`src/cmt_pkg.sv`:
```
// Purpose: Shared constants for the channel minimum tracker register bank
// Assumes: 8-bit register data, 8-bit register offsets, 12-bit codes
// Notes:   Codes are stored MSB aligned across the high and low bytes
package cmt_pkg;

    localparam int CMT_DATA_W = 8;
    localparam int CMT_ADDR_W = 8;
    localparam int CMT_CODE_W = 12;
    localparam int CMT_CHAN_W = 3;
    localparam int CMT_NUM_TRACK = 4;

    // First tracked channel number
    localparam logic [2:0] CMT_FIRST_CHAN = 3'h4;

    // Register offsets
    localparam logic [7:0] MIN_CODE_CH4_LOW = 8'h88;
    localparam logic [7:0] MIN_CODE_CH4_HIGH = 8'h89;
    localparam logic [7:0] MIN_CODE_CH5_LOW = 8'h8a;
    localparam logic [7:0] MIN_CODE_CH5_HIGH = 8'h8b;
    localparam logic [7:0] MIN_CODE_CH6_LOW = 8'h8c;
    localparam logic [7:0] MIN_CODE_CH6_HIGH = 8'h8d;
    localparam logic [7:0] MIN_CODE_CH7_LOW = 8'h8e;
    localparam logic [7:0] MIN_CODE_CH7_HIGH = 8'h8f;

    // Offset window base; bits [2:1] pick the channel, bit 0 the byte
    localparam logic [4:0] CMT_BANK_BASE = 5'h11;
    localparam int CMT_BYTE_SEL_BIT = 0;
    localparam int CMT_CHAN_SEL_LSB = 1;

    // Reset and reload values
    localparam logic [7:0] CMT_MIN_RESET = 8'hff;
    localparam logic [7:0] CMT_UNMAPPED_DATA = 8'h00;
    localparam logic [3:0] CMT_LOW_PAD = 4'h0;

endpackage : cmt_pkg

```
`src/cmt_min_track.sv`:
```
// Purpose: One channel's minimum code store, split into high and low bytes
// Assumes: Reads and samples arrive as one-cycle strobes on sys_clk
// Notes:   A read reloads its byte; a sample in the same cycle still counts
module cmt_min_track
    import cmt_pkg::*;
(
    input wire logic sys_clk, // System clock
    input wire logic reset_n, // Synchronous reset, active low
    input wire logic sample_valid, // New code for this channel
    input wire logic [11:0] sample_code, // Conversion code
    input wire logic rd_lo, // Low byte is being read
    input wire logic rd_hi, // High byte is being read
    output logic [7:0] min_lo, // Low byte of held minimum
    output logic [7:0] min_hi // High byte of held minimum
);

    logic [7:0] lo_r;
    logic [7:0] lo_nxt;
    logic [7:0] hi_r;
    logic [7:0] hi_nxt;
    logic [7:0] base_lo;
    logic [7:0] base_hi;
    logic [15:0] cand;

    always_comb begin
        // Reload after a read, then let a sample compete with that
        base_lo = rd_lo ? CMT_MIN_RESET : lo_r;
        base_hi = rd_hi ? CMT_MIN_RESET : hi_r;
        cand = {sample_code, CMT_LOW_PAD};
        lo_nxt = base_lo;
        hi_nxt = base_hi;
        if (sample_valid && (cand < {base_hi, base_lo})) begin
            hi_nxt = cand[15:8];
            lo_nxt = cand[7:0];
        end
    end

    always_ff @(posedge sys_clk) begin
        if (!reset_n) begin
            lo_r <= CMT_MIN_RESET;
            hi_r <= CMT_MIN_RESET;
        end else begin
            lo_r <= lo_nxt;
            hi_r <= hi_nxt;
        end
    end

    assign min_lo = lo_r;
    assign min_hi = hi_r;

endmodule : cmt_min_track

```
`src/cmt_regs.sv`:
```
// Purpose: Read-only bank of minimum code registers for channels 4 to 7
// Assumes: Register port and conversion results share sys_clk
// Notes:   Read data is registered and answered one cycle after the strobe
module cmt_regs
    import cmt_pkg::*;
(
    input wire logic sys_clk, // System clock, 50 MHz
    input wire logic reset_n, // Synchronous reset, active low
    input wire logic reg_rd, // Register read strobe
    input wire logic reg_wr, // Register write strobe
    input wire logic [7:0] reg_addr, // Register offset
    input wire logic [7:0] reg_wdata, // Write data, unused by this bank
    output logic [7:0] reg_rdata, // Read data
    output logic reg_rvalid, // Read data valid pulse
    output logic reg_hit, // Offset lies in this bank (combinational)
    input wire logic conv_valid, // Conversion result strobe
    input wire logic [2:0] conv_chan, // Channel of the result
    input wire logic [11:0] conv_code // Conversion code
);

    ////////////////////////////////////////////////////////////////////////
    // Address decode

    logic in_bank;
    logic [1:0] sel_chan;
    logic sel_high;
    logic rd_go;

    always_comb begin
        in_bank = (reg_addr[7:3] == CMT_BANK_BASE);
        sel_chan = reg_addr[CMT_CHAN_SEL_LSB +: 2];
        sel_high = reg_addr[CMT_BYTE_SEL_BIT];
        // Only the read strobe can reload a tracker
        rd_go = reg_rd && in_bank;
    end

    assign reg_hit = in_bank;

    ////////////////////////////////////////////////////////////////////////
    // Per-channel trackers

    logic [7:0] min_lo [CMT_NUM_TRACK];
    logic [7:0] min_hi [CMT_NUM_TRACK];
    logic [CMT_NUM_TRACK-1:0] trk_valid;
    logic [CMT_NUM_TRACK-1:0] trk_rd_lo;
    logic [CMT_NUM_TRACK-1:0] trk_rd_hi;

    for (genvar g = 0; g < CMT_NUM_TRACK; g++) begin : g_trk
        always_comb begin
            trk_valid[g] = conv_valid
                && (conv_chan == (CMT_FIRST_CHAN + 3'(g)));
            trk_rd_lo[g] = rd_go && !sel_high
                && (sel_chan == 2'(g));
            trk_rd_hi[g] = rd_go && sel_high
                && (sel_chan == 2'(g));
        end

        cmt_min_track cmt_min_track_inst (
            .sys_clk(sys_clk),
            .reset_n(reset_n),
            .sample_valid(trk_valid[g]),
            .sample_code(conv_code),
            .rd_lo(trk_rd_lo[g]),
            .rd_hi(trk_rd_hi[g]),
            .min_lo(min_lo[g]),
            .min_hi(min_hi[g])
        );
    end

    ////////////////////////////////////////////////////////////////////////
    // Named register fields, one per byte register

    logic [7:0] lowest_code_c4_lo;
    logic [7:0] lowest_code_c4_hi;
    logic [7:0] lowest_code_c5_lo;
    logic [7:0] lowest_code_c5_hi;
    logic [7:0] lowest_code_c6_lo;
    logic [7:0] lowest_code_c6_hi;
    logic [7:0] lowest_code_c7_lo;
    logic [7:0] lowest_code_c7_hi;

    assign lowest_code_c4_lo = min_lo[0];
    assign lowest_code_c4_hi = min_hi[0];
    assign lowest_code_c5_lo = min_lo[1];
    assign lowest_code_c5_hi = min_hi[1];
    assign lowest_code_c6_lo = min_lo[2];
    assign lowest_code_c6_hi = min_hi[2];
    assign lowest_code_c7_lo = min_lo[3];
    assign lowest_code_c7_hi = min_hi[3];

    ////////////////////////////////////////////////////////////////////////
    // Read return; writes have no path into the trackers

    logic [7:0] rdata_r;
    logic [7:0] rdata_nxt;
    logic rvalid_r;
    logic rvalid_nxt;

    always_comb begin
        rvalid_nxt = reg_rd;
        rdata_nxt = rdata_r;
        if (reg_rd) begin
            // The byte as held before this edge's reload is returned
            case (reg_addr)
                MIN_CODE_CH4_LOW: rdata_nxt = lowest_code_c4_lo;
                MIN_CODE_CH4_HIGH: rdata_nxt = lowest_code_c4_hi;
                MIN_CODE_CH5_LOW: rdata_nxt = lowest_code_c5_lo;
                MIN_CODE_CH5_HIGH: rdata_nxt = lowest_code_c5_hi;
                MIN_CODE_CH6_LOW: rdata_nxt = lowest_code_c6_lo;
                MIN_CODE_CH6_HIGH: rdata_nxt = lowest_code_c6_hi;
                MIN_CODE_CH7_LOW: rdata_nxt = lowest_code_c7_lo;
                MIN_CODE_CH7_HIGH: rdata_nxt = lowest_code_c7_hi;
                default: rdata_nxt = CMT_UNMAPPED_DATA;
            endcase
        end
    end

    always_ff @(posedge sys_clk) begin
        if (!reset_n) begin
            rdata_r <= CMT_UNMAPPED_DATA;
            rvalid_r <= 1'b0;
        end else begin
            rdata_r <= rdata_nxt;
            rvalid_r <= rvalid_nxt;
        end
    end

    // Write strobe and data reach nothing: the bank is read-only
    assign reg_rdata = rdata_r;
    assign reg_rvalid = rvalid_r;

endmodule : cmt_regs

```
`config.mk`:
```
export PLATFORM = sky130hd
export DESIGN_NAME = cmt_regs
export DESIGN_NICKNAME = d
export VERILOG_FILES = /design/src/cmt_pkg.sv /design/src/cmt_min_track.sv /design/src/cmt_regs.sv
export SDC_FILE = /design/constraint.sdc
export NUM_CORES = 1
export LEC_CHECK = 0
export ABC_AREA = 1
export BUFFER_PORTS_ARGS = -buffer_cell sky130_fd_sc_hd__buf_2
export CAP_MARGIN = 40
export CORE_MARGIN = 2
export CORE_UTILIZATION = 42
export CTS_CLUSTER_DIAMETER = 40
export CTS_CLUSTER_SIZE = 40
export DETAILED_ROUTE_END_ITERATION = 8
export GPL_TIMING_DRIVEN = 1
export PLACE_DENSITY = 0.69
export SLEW_MARGIN = 10
export SYNTH_ARGS = -nofsm -noshare
export SYNTH_HDL_FRONTEND = slang
export SYNTH_SLANG_ARGS = --single-unit
```
`constraint.sdc`:
```
create_clock -name sys_clk -period 3.51 [get_ports sys_clk]
set_input_delay 1.053 -clock sys_clk [delete_from_list [all_inputs] [get_ports sys_clk]]
set_output_delay 1.053 -clock sys_clk [all_outputs]
set_load 0.01 [all_outputs]
```
# Yosys cells after proc, flatten, opt, wreduce, memory -nomap -nowiden
# Cells that the tools add are included.
# Widths: inputs -> output; s select.
# op_classes
eq_ne	16
magnitude_cmp	4
mux	17
n_reduce_logical	21
# op_table
operator	n
$mux 8	16
$eq 8x8->1 const B	8
$lt 16x16->1	4
$pmux 8 s8	1
$logic_and 1x1->1	19
$eq 3x3->1 const B	4
$eq 5x5->1 const B	1
$eq 2x2->1 const B	2
$eq 2x1->1 const B	1
$logic_not 2->1	1
$logic_not 1->1	1
# totals
reg_bits	73
in_bits	36
wordCells	68

# Logic depth before layout (Yosys ltp)
# depth
depth_word	8
ltp_mapped	16
mapped_depth_nobuf	15

# Modules after synthesis
# From an unflattened synthesis, not the netlist that was laid out.
# unflattened
hier_cells	806
area_unflattened_um2	5129.9
# by_module_without_submodules
mod	area_per_inst_um2	n_inst	seq_area_each_um2	cells_each
cmt_min_track	1006.0	4	320.3	149
cmt_regs	1106.1	1	180.2	210

# Worst setup path before layout
# OpenSTA, ideal clock, no wires.
# synth_timing
path_type	input -> register
from	in reg_rd
to	reg g_trk[2].cmt_min_track_inst.lo_r[6]
slack_ns	0.254
setup_time_ns	0.134
path_stages	15
arrival_ns	3.122
required_time_ns	3.376
cell_sequence	buf_2 -> inv_2 -> nor4_4 -> nand2_1 -> nand2_1 -> inv_1 -> ha_1 -> a21oi_1 -> nand3b_1 -> a21oi_1 -> nor2_1 -> nand2_1 -> buf_2 -> nand2_1 -> nand3_1
# synth_between
elab_chain_len	7
word_cells_on_any_way	10
# synth_rtl
element	line_no	text
start: declaration	cmt_regs.sv:9	input wire logic reg_rd,
$logic_and 1x1->1 (*)	cmt_regs.sv:34	rd_go = reg_rd && in_bank;
$logic_and 1x1->1 (on tied branches)	cmt_regs.sv:52, cmt_regs.sv:54	
$logic_and 1x1->1 (on tied branches)	cmt_regs.sv:53, cmt_regs.sv:55	
$mux 8 (on tied branches)	cmt_min_track.sv:27, cmt_min_track.sv:28	
$lt 16x16->1	cmt_min_track.sv:32	if (sample_valid && (cand < {base_hi, base_lo})) begin
$logic_and 1x1->1	cmt_min_track.sv:32	
$mux 8 (*)	cmt_min_track.sv:32	
end signal: assignment	cmt_min_track.sv:43	lo_r <= lo_nxt;
end: declaration	cmt_min_track.sv:17	logic [7:0] lo_r;
# Mark *: on every way between the ends. The rest lies on a longest branch, timed or not.
# A chain may end at the register's enable or synchronous reset.

# Worst setup path after layout
# layout_timing
from	in reg_addr[4]
to	reg g_trk[1].cmt_min_track_inst.lo_r[1]
# layout_between
elab_chain_len	8
word_cells_on_any_way	11
# layout_rtl
element	line_no	text
start: declaration	cmt_regs.sv:11	input wire logic [7:0] reg_addr,
$eq 5x5->1 (*)	cmt_regs.sv:30	in_bank = (reg_addr[7:3] == CMT_BANK_BASE);
$logic_and 1x1->1 (*)	cmt_regs.sv:34	
$logic_and 1x1->1 (on tied branches)	cmt_regs.sv:52, cmt_regs.sv:54	
$logic_and 1x1->1 (on tied branches)	cmt_regs.sv:53, cmt_regs.sv:55	
$mux 8 (on tied branches)	cmt_min_track.sv:27, cmt_min_track.sv:28	
$lt 16x16->1	cmt_min_track.sv:32	
$logic_and 1x1->1	cmt_min_track.sv:32	
$mux 8 (*)	cmt_min_track.sv:32	
end signal: assignment	cmt_min_track.sv:43	
end: declaration	cmt_min_track.sv:17	
# Marked as above.

==> flow_summary.toml <==
[outcome]
status = "completed"

[route]
detail-route-antenna-nets = 0
firstDrtPassIters = 5
totalWireLength_um = 13190
wl_per_cell_um = 14.02
vias = 4799
viasPerCell = 5.100
drc = 0
drt_iter0_markers = 434

[power_and_ir_drop]
total_power_mw = 2.031
leakage_nw = 3.431
p_per_area_nw_per_um2 = 364.8
vdd_drop_max_v = 0.0002705

[synthesis]
ys_seq_area_share_pct = 30.24
synth.area.top_cells = "dfxtp_1 (30%), nand3_1 (15%), nand2_1 (14%), ha_1 (12%), inv_1 (9.2%)"
synthesis.nets = 835
synth.avg_cell_area_um2 = 6.436
yosysWarningCount = 0
netlist_instances = 751
ys_types = 19
synth_seq_cells = 73
synth_top_cell_by_area = "dfxtp_1"
synth_most_common_cell = "nand2_1"
syn_area_um2 = 4833
synth.top_cell.area_share_pct = 30.24
synth_flop_cell = "dfxtp_1"
synth_common_cells = "nand2_1 (184), nand3_1 (146), inv_1 (119)"
synth_edf_count = 0
async_reset_ff_share_pct = 0

[clocking]
clockBufferDepth = 2
cts.sinks = 73
clkTransAtPathRegs_ns = 0.06
cts_setup_buffers = 0
hold_buffers = 0
ctsResizeCount = 0
cts_tree = "yes"
clk-insertion-delay-late_ns = 0.33
cts_buffers = 9
h-tree-depth = 3
cts-root-buf = "clkbuf_16"

[timing]
fmax_ghz = 0.3157
rsz0062_at_grt = "false"
skew_ns = 0.005923
drv_slew = 0
fin_crit_sh_pct = 90.24
setup_viol = 0
finalCriticalPeriod_ns = 3.168
worstMarginPinSlew_ns = 0.7049
timing.final.hold_violations = 0
relSlewSlack_pct = 53.01

[grt]
grt_pass1_wl_um = 21850
grt_pass1_vias = 4315
grt_max_degree = 67
grt-ovfl-total = 0
antenna_found_initial = 0
grt_use_total_pct = 21.86

[critical_path]
worstRegToRegCells = 10
timing.rr.start = "g_trk[0].cmt_min_track_inst.min_hi[7]"
cp_num_buf_inv = 3
r2r_slack_ns = 1.59
critPathTopFamily = "simple AND/OR/NAND/NOR gates"
critPathCaptureType = "flip-flop"
crit_required_ns = 3.71
crit_arrival_ns = 3.36
path_common_cell = "nand2_1"
critical_path_class = "in -> reg"
crit_fanout = 16
crit_chain = "buf_2 > inv_1 > nand2_1 > nor4_4 > nand2_1 > nand2_1 > inv_1 > ha_1 > a21oi_1 > o211ai_1 > nor2_1 > nand2_2 > o21ai_0 > nand2_1"
slowest_stage = "nor4_4"
reg2reg_to = "g_trk[0].cmt_min_track_inst.min_lo[3]"
critPathLaunchType = "primary input"
critical-path-max-stage-delay_ns = 0.30

[die]
die_w_um = 111.3
start_util_pct = 42.69
fp.dieArea_um2 = 12380
ios = 46
core_um2 = 11320
num_rows = 39
die_y_um = 111.3

[hold_path]
whs_path_depth = 2
min_delay_worst_endpoint = "reg_rdata[4]"
hold_path_startpoint = "reg_rdata[4]"
hold_class = "reg -> reg"

[final_layout]
design_area_um2 = 5568
drive_gt1_share_pct = 10.03
area_delta_synth_final_pct = 15.20
diodes = 0
fin_nets = 878
fillers = 1195

[placed_design]
gp_congestion = 0.9005
dp_hpwl_um = 9704
port-buffer-count = 36
dpl-instance-area_um2 = 5273

[run]
cap_violations = 0
==> worst max path at each step <==
stage / start / end / cells after the start
floorplan: reg_rd / g_trk[2].cmt_min_track_inst.min_lo[6] / 15
detailed placement: reg_addr[4] / g_trk[1].cmt_min_track_inst.min_lo[1] / 14
CTS: reg_addr[4] / g_trk[1].cmt_min_track_inst.min_lo[1] / 14
global placement: reg_addr[4] / g_trk[1].cmt_min_track_inst.min_lo[0] / 14
global route: reg_addr[4] / g_trk[1].cmt_min_track_inst.min_lo[1] / 14
finish: reg_addr[4] / g_trk[1].cmt_min_track_inst.min_lo[1] / 14
==> routing by layer <==
layer / global-route usage (%) / part of all wire [%]
met4: 6.584 / 1.7
met1: 32.12 / 50
met5: 0 / 0
met2: 32.89 / 43
met3: 3.499 / 5.7
==> cells by family (layout without fill, tap and decap cells) <==
group	count (synthesis)	count (layout)	share of synthesized area (%)
flip-flops	73	73	30.24
adder cells (fa/ha/maj)	48	48	12.43
buffers and inverters	144	191	11.42
AO/OA/AOI/OAI	78	78	8.439
AND/OR/NAND/NOR	408	408	37.48
==> registers in the layout, summed over array words and instances (netlist names) <==
register,flops
g_trk.cmt_min_track_inst.min_hi,32
g_trk.cmt_min_track_inst.min_lo,32
reg_rdata,8
reg_rvalid,1
==> worst min-delay path, cell delays in order (launching register included) <==
cell,delay (ns)
dfxtp_1,0.30
nand2_1,0.06
a21oi_1,0.05
==> placed cells by master (no fill, tap or decap), types with 9 or more instances in the layout <==
| master | synthesis | routed |
|---|---|---|
| dfxtp_1 | 73 | 73 |
| buf_2 | 9 | 36 |
| o21ai_0 | 40 | 40 |
| ha_1 | 48 | 48 |
| nand2_1 | 184 | 184 |
| clkbuf_16 | 0 | 9 |
| inv_1 | 119 | 119 |
| buf_4 | 0 | 18 |
| a21oi_1 | 31 | 31 |
| nor2_1 | 51 | 51 |
| nand4_1 | 14 | 14 |
| nand3_1 | 146 | 146 |
==> through the flow <==
step / setup slack, ns / utilization [%] / cells / setup TNS [ns] / hold slack [ns]
after floorplan: 0.2543 / - / 751 / 0 / 0.4487
after global placement: 0.02515 / 46.57 / 926 / 0 / 0.4494
after detailed placement: -0.01220 / 46.57 / 926 / -0.02190 / 0.4510
after CTS: 0.3440 / 49.18 / 941 / 0 / 0.4595
after global routing: 0.07605 / 49.18 / 941 / 0 / 0.4730
final: 0.3425 / 49.18 / 941 / 0 / 0.4583
==> where the power goes <==
part / leakage, nW / switching, mW / internal, mW
logic: 2.69 / 0.163 / 0.0852
clock network: 0.144 / 0.347 / 0.564
registers: 0.596 / 0.0147 / 0.857
total: 3.43 / 0.526 / 1.51
==> layout make-up <==
type                            count  area (µm²)  area share, %
Clock buffer                       10       239.0          4.292
Inverter                          120       450.4          8.090
Timing Repair Buffer               56       355.3          6.382
Tap cell                          143       178.9          3.213
Multi-Input combinational cell    534        2826          50.76
Sequential cell                    73        1461          26.25
Clock inverter                      5       56.30          1.011
Note: power is estimated with default switching activity, not from simulation.
